### src/pkg/scp_pkg.sv
// Purpose: constants and carriers shared by the serial control port
// Assumes: 20 MHz system clock, classic wishbone with 32-bit data
// Notes: offsets are byte addresses on the wishbone side
package scp_pkg;

  // ****************************************
  // serial frame
  // ****************************************
  localparam int SCP_FRAME_BITS = 16;
  localparam logic [4:0] SCP_CNT_OVER = 5'h11;
  localparam logic [4:0] SCP_CNT_FULL = 5'h10;

  typedef struct packed {
    logic [4:0] addr;
    logic       wr;
    logic       unused_bit;
    logic [7:0] data;
    logic       parity;
  } scp_frame_t;

  // live health inputs that build the diagnostics word
  typedef struct packed {
    logic fault_flag;
    logic ignition_status;
    logic watchdog_fault_bit;
    logic thermal_ok;
    logic prereg_ok;
    logic buck_ok;
    logic vcc_ok;
    logic pump_rail_ok;
    logic protected_5v_ok;
    logic aux_5v_b_ok;
    logic aux_5v_a_ok;
    logic transceiver_5v_ok;
    logic rail_3p3_ok;
  } scp_health_t;

  localparam int SCP_HEALTH_W = 13;
  localparam logic [12:0] SCP_HEALTH_RST = 13'h0fff;

  // ****************************************
  // wishbone map
  // ****************************************
  localparam logic [7:0] SCP_OFS_HEALTH = 8'h00;
  localparam logic [7:0] SCP_OFS_IRQ_STAT = 8'h04;
  localparam logic [7:0] SCP_OFS_IRQ_MASK = 8'h08;
  localparam logic [7:0] SCP_OFS_LAST = 8'h0c;
  localparam logic [7:0] SCP_OFS_REGS = 8'h80;

  // interrupt status bits
  localparam int SCP_IRQ_W = 3;
  localparam int SCP_IRQ_DONE = 0;
  localparam int SCP_IRQ_ERR = 1;
  localparam int SCP_IRQ_PAR = 2;
  localparam logic [2:0] SCP_IRQ_RST = 3'h0;

  // bit of the last-frame register that mirrors the transfer error
  localparam int SCP_LAST_SE_BIT = 16;

  typedef enum logic [1:0] {
    SCP_IDLE = 2'b00,
    SCP_SHIFT = 2'b01,
    SCP_CLOSE = 2'b11
  } scp_state_t;

endpackage

### src/logic/scp_sync.sv
// Purpose: two-flop synchroniser for one pin
// Assumes: input is asynchronous to clk_i
// Notes: only the second stage leaves the module
module scp_sync
  import scp_pkg::*;
#(
  parameter logic RST_VAL = 1'b0
) (
  // clock and reset
  input wire logic clk_i,
  input wire logic rst_i,
  // pin and result
  input wire logic d_i,
  output logic q_o
);

  logic meta_ff;
  logic q_ff;

  always_ff @(posedge clk_i) begin
    if (rst_i) begin
      meta_ff <= RST_VAL;
      q_ff <= RST_VAL;
    end else begin
      meta_ff <= d_i;
      q_ff <= meta_ff;
    end
  end

  assign q_o = q_ff;

endmodule

### src/logic/scp_serial_port.sv
// Purpose: sixteen-bit serial slave port with wishbone register access
// Assumes: serial pins are asynchronous and slow against clk_i
// Notes: the answer shifted out belongs to the previous frame
//
// Notes on behaviour
// - rising serial clock shifts input bit in
// - strobe high: ignore clock, data out released
// - exactly sixteen edges commit and clear diagnostics
// - other edge count: discard, set transfer error
// - output msb first, advance on falling clock
// - fault flag out as soon as strobe falls
// - address, write flag, unused, data, parity layout
// - write only when flag set, else read
// - flag picks diagnostics or register contents out
// - every frame holds odd count of ones
// - parity never stored, fresh each output
// - write answer carries full diagnostics word
// - read answer carries seven diagnostics plus data
//
// Our own choices: the Wishbone slave port and the register addresses.
module scp_serial_port
  import scp_pkg::*;
#(
  parameter int REG_COUNT = 32
) (
  // clock and reset
  input wire logic clk_i,
  input wire logic rst_i,
  // wishbone slave
  input wire logic cyc_i,
  input wire logic stb_i,
  input wire logic we_i,
  input wire logic [7:0] adr_i,
  input wire logic [3:0] sel_i,
  input wire logic [31:0] dat_i,
  output logic [31:0] dat_o,
  output logic ack_o,
  // interrupt
  output logic irq_o,
  // serial pins
  input wire logic sck_i,
  input wire logic sdi_i,
  input wire logic frame_strobe_n_i,
  output logic sdo_o,
  output logic sdo_oe_o
);

  // ****************************************
  // pin synchronisers
  // ****************************************
  logic sck_s;
  logic sdi_s;
  logic strobe_n_s;

  scp_sync #(.RST_VAL(1'b0)) u_sync_sck (
    .clk_i(clk_i),
    .rst_i(rst_i),
    .d_i(sck_i),
    .q_o(sck_s)
  );

  scp_sync #(.RST_VAL(1'b0)) u_sync_sdi (
    .clk_i(clk_i),
    .rst_i(rst_i),
    .d_i(sdi_i),
    .q_o(sdi_s)
  );

  // idle strobe is high, so the synchroniser resets high
  scp_sync #(.RST_VAL(1'b1)) u_sync_str (
    .clk_i(clk_i),
    .rst_i(rst_i),
    .d_i(frame_strobe_n_i),
    .q_o(strobe_n_s)
  );

  // ****************************************
  // edge detection
  // ****************************************
  logic sck_prev_ff;
  logic strobe_prev_ff;
  logic sck_rise;
  logic sck_fall;
  logic str_fall;
  logic str_rise;

  always_ff @(posedge clk_i) begin
    if (rst_i) begin
      sck_prev_ff <= 1'b0;
      strobe_prev_ff <= 1'b1;
    end else begin
      sck_prev_ff <= sck_s;
      strobe_prev_ff <= strobe_n_s;
    end
  end

  // clock edges count only inside a frame
  assign sck_rise = sck_s & ~sck_prev_ff & ~strobe_n_s;
  assign sck_fall = ~sck_s & sck_prev_ff & ~strobe_n_s;
  assign str_fall = ~strobe_n_s & strobe_prev_ff;
  assign str_rise = strobe_n_s & ~strobe_prev_ff;

  // ****************************************
  // frame state
  // ****************************************
  scp_state_t state_ff;

  always_ff @(posedge clk_i) begin
    if (rst_i) begin
      state_ff <= SCP_IDLE;
    end else begin
      case (state_ff)
        SCP_IDLE: begin
          if (str_fall) begin
            state_ff <= SCP_SHIFT;
          end
        end
        SCP_SHIFT: begin
          if (str_rise) begin
            state_ff <= SCP_CLOSE;
          end
        end
        SCP_CLOSE: begin
          state_ff <= SCP_IDLE;
        end
        default: begin
          state_ff <= SCP_IDLE;
        end
      endcase
    end
  end

  // ****************************************
  // receive path
  // ****************************************
  logic [15:0] rx_ff;
  logic [4:0] edge_cnt_ff;
  scp_frame_t rx_frame;

  assign rx_frame = rx_ff;

  always_ff @(posedge clk_i) begin
    if (rst_i) begin
      rx_ff <= 16'h0000;
    end else if (sck_rise) begin
      rx_ff <= {rx_ff[14:0], sdi_s};
    end
  end

  // saturates one past sixteen so long frames stay detectable
  always_ff @(posedge clk_i) begin
    if (rst_i) begin
      edge_cnt_ff <= 5'h00;
    end else if (str_fall) begin
      edge_cnt_ff <= 5'h00;
    end else if (sck_rise && edge_cnt_ff != SCP_CNT_OVER) begin
      edge_cnt_ff <= edge_cnt_ff + 5'h01;
    end
  end

  logic frame_good;
  logic frame_bad;
  logic rx_par_bad;

  assign frame_good = (state_ff == SCP_CLOSE) && (edge_cnt_ff == SCP_CNT_FULL);
  assign frame_bad = (state_ff == SCP_CLOSE) && (edge_cnt_ff != SCP_CNT_FULL);
  // the unused bit only counts toward parity
  assign rx_par_bad = ~(^rx_ff);

  // ****************************************
  // register storage
  // ****************************************
  logic [7:0] regs_ff [REG_COUNT];

  always_ff @(posedge clk_i) begin
    if (rst_i) begin
      for (int i = 0; i < REG_COUNT; i++) begin
        regs_ff[i] <= 8'h00;
      end
    end else if (frame_good && rx_frame.wr) begin
      regs_ff[rx_frame.addr] <= rx_frame.data;
    end
  end

  // ****************************************
  // answer selection
  // ****************************************
  logic answer_read_ff;
  logic [7:0] answer_data_ff;
  logic se_ff;

  // a bad frame keeps the previous answer kind and data
  always_ff @(posedge clk_i) begin
    if (rst_i) begin
      answer_read_ff <= 1'b0;
      answer_data_ff <= 8'h00;
    end else if (frame_good) begin
      answer_read_ff <= ~rx_frame.wr;
      answer_data_ff <= regs_ff[rx_frame.addr];
    end
  end

  // good frame resets the diagnostic error, bad one sets it
  always_ff @(posedge clk_i) begin
    if (rst_i) begin
      se_ff <= 1'b0;
    end else if (frame_bad) begin
      se_ff <= 1'b1;
    end else if (frame_good) begin
      se_ff <= 1'b0;
    end
  end

  // ****************************************
  // transmit path
  // ****************************************
  scp_health_t health_ff;
  logic [15:0] tx_word;
  logic [15:0] tx_ff;

  // built with live health bits at strobe fall, parity fresh each time
  always_comb begin
    if (answer_read_ff) begin
      tx_word = {health_ff.fault_flag, se_ff, health_ff.ignition_status,
                 health_ff.watchdog_fault_bit, health_ff.thermal_ok,
                 health_ff.prereg_ok, health_ff.buck_ok, answer_data_ff, 1'b0};
    end else begin
      tx_word = {health_ff.fault_flag, se_ff, health_ff.ignition_status,
                 health_ff.watchdog_fault_bit, health_ff.thermal_ok,
                 health_ff.prereg_ok, health_ff.buck_ok, health_ff.vcc_ok,
                 health_ff.pump_rail_ok, health_ff.protected_5v_ok,
                 health_ff.aux_5v_b_ok, health_ff.aux_5v_a_ok,
                 health_ff.transceiver_5v_ok, health_ff.rail_3p3_ok, 1'b0, 1'b0};
    end
    tx_word[0] = ~(^tx_word[15:1]);
  end

  always_ff @(posedge clk_i) begin
    if (rst_i) begin
      tx_ff <= 16'h0000;
    end else if (str_fall) begin
      tx_ff <= tx_word;
    end else if (sck_fall) begin
      tx_ff <= {tx_ff[14:0], 1'b0};
    end
  end

  // fault flag leaves in the same cycle the strobe fall is seen
  assign sdo_o = str_fall ? tx_word[15] : tx_ff[15];
  assign sdo_oe_o = ~strobe_n_s;

  // ****************************************
  // wishbone slave
  // ****************************************
  logic ack_ff;
  logic [31:0] dat_ff;
  logic [SCP_IRQ_W-1:0] irq_stat_ff;
  logic [SCP_IRQ_W-1:0] irq_mask_ff;
  logic [16:0] last_ff;
  logic bus_req;
  logic bus_wr;
  logic [SCP_IRQ_W-1:0] irq_clr;
  logic [SCP_IRQ_W-1:0] irq_set;

  assign bus_req = cyc_i & stb_i & ~ack_ff;
  assign bus_wr = bus_req & we_i;

  always_ff @(posedge clk_i) begin
    if (rst_i) begin
      ack_ff <= 1'b0;
    end else begin
      ack_ff <= bus_req;
    end
  end

  always_ff @(posedge clk_i) begin
    if (rst_i) begin
      dat_ff <= 32'h0000_0000;
    end else if (bus_req) begin
      if (adr_i == SCP_OFS_HEALTH) begin
        dat_ff <= {19'h0, health_ff};
      end else if (adr_i == SCP_OFS_IRQ_STAT) begin
        dat_ff <= {29'h0, irq_stat_ff};
      end else if (adr_i == SCP_OFS_IRQ_MASK) begin
        dat_ff <= {29'h0, irq_mask_ff};
      end else if (adr_i == SCP_OFS_LAST) begin
        dat_ff <= {15'h0, last_ff};
      end else if (adr_i >= SCP_OFS_REGS && adr_i[1:0] == 2'b00) begin
        dat_ff <= {24'h0, regs_ff[adr_i[6:2]]};
      end else begin
        dat_ff <= 32'h0000_0000;
      end
    end
  end

  assign ack_o = ack_ff;
  assign dat_o = dat_ff;

  always_ff @(posedge clk_i) begin
    if (rst_i) begin
      health_ff <= SCP_HEALTH_RST;
    end else if (bus_wr && adr_i == SCP_OFS_HEALTH) begin
      if (sel_i[0]) begin
        health_ff[7:0] <= dat_i[7:0];
      end
      if (sel_i[1]) begin
        health_ff[12:8] <= dat_i[12:8];
      end
    end
  end

  always_ff @(posedge clk_i) begin
    if (rst_i) begin
      irq_mask_ff <= SCP_IRQ_RST;
    end else if (bus_wr && adr_i == SCP_OFS_IRQ_MASK && sel_i[0]) begin
      irq_mask_ff <= dat_i[SCP_IRQ_W-1:0];
    end
  end

  always_ff @(posedge clk_i) begin
    if (rst_i) begin
      last_ff <= 17'h00000;
    end else if (state_ff == SCP_CLOSE) begin
      last_ff <= {frame_bad, rx_ff};
    end
  end

  // ****************************************
  // interrupts
  // ****************************************
  assign irq_set = {frame_good & rx_par_bad, frame_bad, frame_good};
  assign irq_clr = (bus_wr && adr_i == SCP_OFS_IRQ_STAT && sel_i[0]) ? dat_i[SCP_IRQ_W-1:0] : 3'h0;

  // a new event wins over a clear in the same cycle
  always_ff @(posedge clk_i) begin
    if (rst_i) begin
      irq_stat_ff <= SCP_IRQ_RST;
    end else begin
      irq_stat_ff <= (irq_stat_ff & ~irq_clr) | irq_set;
    end
  end

  assign irq_o = |(irq_stat_ff & irq_mask_ff);

endmodule

### config.mk
export PLATFORM = sky130hd
export DESIGN_NAME = scp_serial_port
export DESIGN_NICKNAME = d
export VERILOG_FILES = /design/src/pkg/scp_pkg.sv /design/src/logic/scp_sync.sv /design/src/logic/scp_serial_port.sv
export SDC_FILE = /design/constraint.sdc
export NUM_CORES = 1
export LEC_CHECK = 0
export BUFFER_PORTS_ARGS = -buffer_cell sky130_fd_sc_hd__clkbuf_2
export CAP_MARGIN = 20
export CORE_MARGIN = 2
export CORE_UTILIZATION = 45
export DETAILED_ROUTE_END_ITERATION = 16
export GPL_ROUTABILITY_DRIVEN = 0
export PLACE_DENSITY = 0.66
export SLEW_MARGIN = 20
export SYNTH_ARGS = -nofsm -noshare
export SYNTH_HDL_FRONTEND = slang
export SYNTH_HIERARCHICAL = 1
export SYNTH_SLANG_ARGS = --single-unit
### constraint.sdc
create_clock -name clk_i -period 2.83 [get_ports clk_i]
set_input_delay 0.566 -clock clk_i [delete_from_list [all_inputs] [get_ports clk_i]]
set_output_delay 0.566 -clock clk_i [all_outputs]
set_load 0.01 [all_outputs]
==> metrics.txt <==
Reg2Reg Depth=5; worst flop-to-flop path endpoint=answer_data_ff[3]$_SDFFE_PP0P_; synth unique cells=54; async set or reset register ratio after synthesis=0; min Tclk post-route=2.63 ns; Crit Path Class=reg2reg; Rel. slew slack=0.486; CP max FO=25; Synth Cell Area=18700 um^2; Port Buffers=51; setup violators final=0; CTS tree=built; # DRC=0; H-tree Lvls=2; Longest Clk Path Bufs=3; nature of the critical path startpoint=register; Mapped Cells=1456; final period utilization=0.930; Worst setup EP type=register; sequential share of the synthesized area=0.529; Worst Min Path Start=frame_strobe_n_i; drt first-iter violations=1380; outcome=completed; area of the die=43200 um^2; CTS buffer count=41; number of flops mapped to enable cells by yosys=256; combinational power share=0.062; Layout Nets=1594; Core Region=40900 um^2; switching share of power=0.225; Fmax=0.380 GHz; pwr dens=549 nW/um^2; ys flop type=edfxtp_1; fin util=0.516; clk sink count=366; actual slew at the worst max-slew pin=0.768 ns; fillers=3498; post-route setup TNS=0 ns; hold endpoint=u_sync_str/meta_ff$_SDFF_PP1_; hold_buf cts=0; Root Driver=clkbuf_16; Final ANT Viol Nets=0; Yosys reg bits=366; Routed WL=50300 um; P&R area growth vs syn=13.0%; setup skew after layout=0.0160 ns; initial antenna violation count=3; CTS clk-pin slew, worst paths=0.06 ns; Syn. warnings=6; HPWL after DPL=35800 um; Slew Limit Fails=0; Worst R2R Start=rx_ff[11]$_SDFFE_PP0P_; Vias/cell=5.91; wire per inst=24.0 um; latest clock arrival within the worst-skew pair=0.56 ns; grt ovf=0; vias=12400; Post-CTS Setup Bufs=0; Starting Density=0.457; cell leakage power=7.64 nW; 1st-pass router iterations=6; share of layout cells above drive strength 1=0.220; RSZ-0062 raised after global routing=false; Critical Path AT=3.07 ns; Hold Crit Class=in2reg; total net switching power=0.00261 W; die width=208 um; Site Rows=74; Synth Area per Inst=12.8 um^2; vias in the first global route=12200; Max-Cap Viols=0; IO Count=88; GRT Resource Usage Total=0.234; internal power=0.00898 W; Clk pwr share=0.425; Req. time, crit path=3.27 ns; r2r setup slk=0.20 ns; largest net degree at the start of global routing=71; CTS resizes=0; Hold Path Depth=2; final hold violation count=0; first-pass GRT wire length=76100 um; Vert. Die Dim=208 um; sequential share of power=0.513; VDD IR max=0.000338 V
==> stage by stage <==
| step | instances | setup WS, ns | power [W] | hold WS, ns | cell area [um^2] |
|---|---|---|---|---|---|
| floorplan | 1470 | 0.368 | 0.00647 | 0.383 | 18700 |
| global placement | 2024 | 0.237 | 0.00675 | 0.392 | 19900 |
| detailed placement | 2024 | 0.224 | 0.00677 | 0.401 | 19900 |
| CTS | 2098 | 0.220 | 0.0117 | 0.171 | 21100 |
| global route | 2098 | 0.129 | 0.0119 | 0.191 | 21100 |
| finish | 2099 | 0.198 | 0.0116 | 0.193 | 21100 |
==> critical path, stage by stage, from the launching register on <==
cell and delay [ns]:
dfxtp_4 0.76, buf_4 0.27, mux4_1 0.63, mux4_2 0.54, o2111ai_1 0.24, nand2_1 0.07
==> power by group through the flow <==
stage	clock, W	combinational, W	sequential [W]
global placement	0	0.000708	0.00604
CTS	0.00501	0.000719	0.00594
global route	0.00521	0.000761	0.00596
finish	0.00493	0.000721	0.00594
floorplan	0	0.000455	0.00602
detailed placement	0	0.000715	0.00605
==> flip-flops by register name, summed over array words and instances, names as in the netlist <==
name,count
sck_prev_ff,1
health_ff,13
irq_stat_ff,3
u_sync_sck/q_o,1
u_sync_str/meta_ff,1
ack_o,1
answer_read_ff,1
strobe_prev_ff,1
irq_mask_ff,3
last_ff,16
dat_o,17
u_sync_sck/meta_ff,1
se_ff,1
u_sync_sdi/meta_ff,1
state_ff,2
rx_ff,16
tx_ff,16
u_sync_sdi/q_o,1
regs_ff,256
u_sync_str/q_o,1
edge_cnt_ff,5
answer_data_ff,8
==> per-layer routing <==
layer / track usage / wire length (um)
met5: 0 / 27
met4: 0.0912 / 1860
met3: 0.0474 / 4210
met1: 0.323 / 20900
met2: 0.366 / 23300
==> placed cells by master (no fill, tap or decap), drive strengths merged, types with 4 or more instances in the layout <==
| master | n |
|---|---|
| and2 | 260 |
| edfxtp | 256 |
| mux4 | 142 |
| nand2 | 137 |
| dfxtp | 110 |
| clkbuf | 105 |
| buf | 104 |
| nor2 | 77 |
| mux2i | 61 |
| a21oi | 41 |
| o21ai | 40 |
| xnor2 | 26 |
| nor2b | 17 |
| a22oi | 17 |
| nand3 | 16 |
| clkinv | 16 |
| conb | 15 |
| inv | 14 |
| nor3 | 12 |
| a31oi | 11 |
| a211oi | 11 |
| nand4 | 9 |
| and3 | 7 |
| ha | 7 |
| a222oi | 6 |
| nand2b | 6 |
| a32o | 5 |
| xor2 | 4 |
| o22ai | 4 |
==> Yosys cell counts, types with 3 or more instances <==
master | instances | share of area
a211oi_1 | 11 | 0.0044
a21oi_1 | 41 | 0.011
a222oi_1 | 6 | 0.0032
a22oi_1 | 17 | 0.0068
a31oi_1 | 11 | 0.0037
a32o_1 | 5 | 0.0027
a32oi_1 | 3 | 0.0014
and2_1 | 259 | 0.087
and3_1 | 7 | 0.0023
buf_1 | 12 | 0.0024
buf_2 | 16 | 0.0043
buf_4 | 28 | 0.011
clkbuf_1 | 70 | 0.014
dfxtp_1 | 110 | 0.12
edfxtp_1 | 256 | 0.41
ha_1 | 7 | 0.0047
inv_1 | 13 | 0.0026
mux2i_1 | 61 | 0.033
mux4_1 | 10 | 0.014
mux4_2 | 129 | 0.16
mux4_4 | 3 | 0.0040
nand2_1 | 137 | 0.028
nand2b_1 | 6 | 0.0020
nand3_1 | 16 | 0.0043
nand4_1 | 9 | 0.0030
nor2_1 | 76 | 0.015
nor2b_1 | 17 | 0.0057
nor3_1 | 12 | 0.0032
o2111ai_1 | 3 | 0.0014
o211ai_1 | 3 | 0.0012
o21ai_0 | 40 | 0.011
o22ai_1 | 4 | 0.0013
xnor2_1 | 26 | 0.012
xor2_1 | 4 | 0.0019
==> layout make-up <==
| type | count | area (um^2) | share of cell area |
|---|---|---|---|
| flip-flops and latches | 366 | 9900 | 0.469 |
| multi-input cells | 960 | 8150 | 0.386 |
| clock buffers | 57 | 1140 | 0.0539 |
| repair buffers | 152 | 1130 | 0.0536 |
| well taps | 532 | 666 | 0.0315 |
| clock inverters | 17 | 82.6 | 0.00391 |
| inverters | 14 | 52.6 | 0.00249 |
| diodes | 1 | 2.50 | 0.000118 |
==> logic make-up (layout without fill, tap and decap cells) <==
kind of cell    after synthesis  in the layout  share of synthesized area
buf+inv                     144            240                     0.0381
flops                       366            366                      0.529
fa+ha+maj                     7              7                    0.00468
simple gates                552            552                      0.155
compound gates              152            152                     0.0517
xor+xnor                     31             31                     0.0153
other cells                   1             16                   0.000201
mux                         203            203                      0.206
==> worst max path at each step <==
stage | from | endpoint | slack [ns]
floorplan | state_ff[0]$_SDFFE_PP0P_ | regs_ff[12][0]$_SDFFCE_PN0P_ | 0.37
finish | rx_ff[11]$_SDFFE_PP0P_ | answer_data_ff[3]$_SDFFE_PP0P_ | 0.20
detailed placement | rx_ff[11]$_SDFFE_PP0P_ | answer_data_ff[7]$_SDFFE_PP0P_ | 0.22
global route | rx_ff[11]$_SDFFE_PP0P_ | answer_data_ff[3]$_SDFFE_PP0P_ | 0.13
CTS | rx_ff[11]$_SDFFE_PP0P_ | answer_data_ff[7]$_SDFFE_PP0P_ | 0.22
global placement | adr_i[2] | dat_o[4]$_SDFFE_PP0N_ | 0.24
Power figures use the tool's default switching activity.
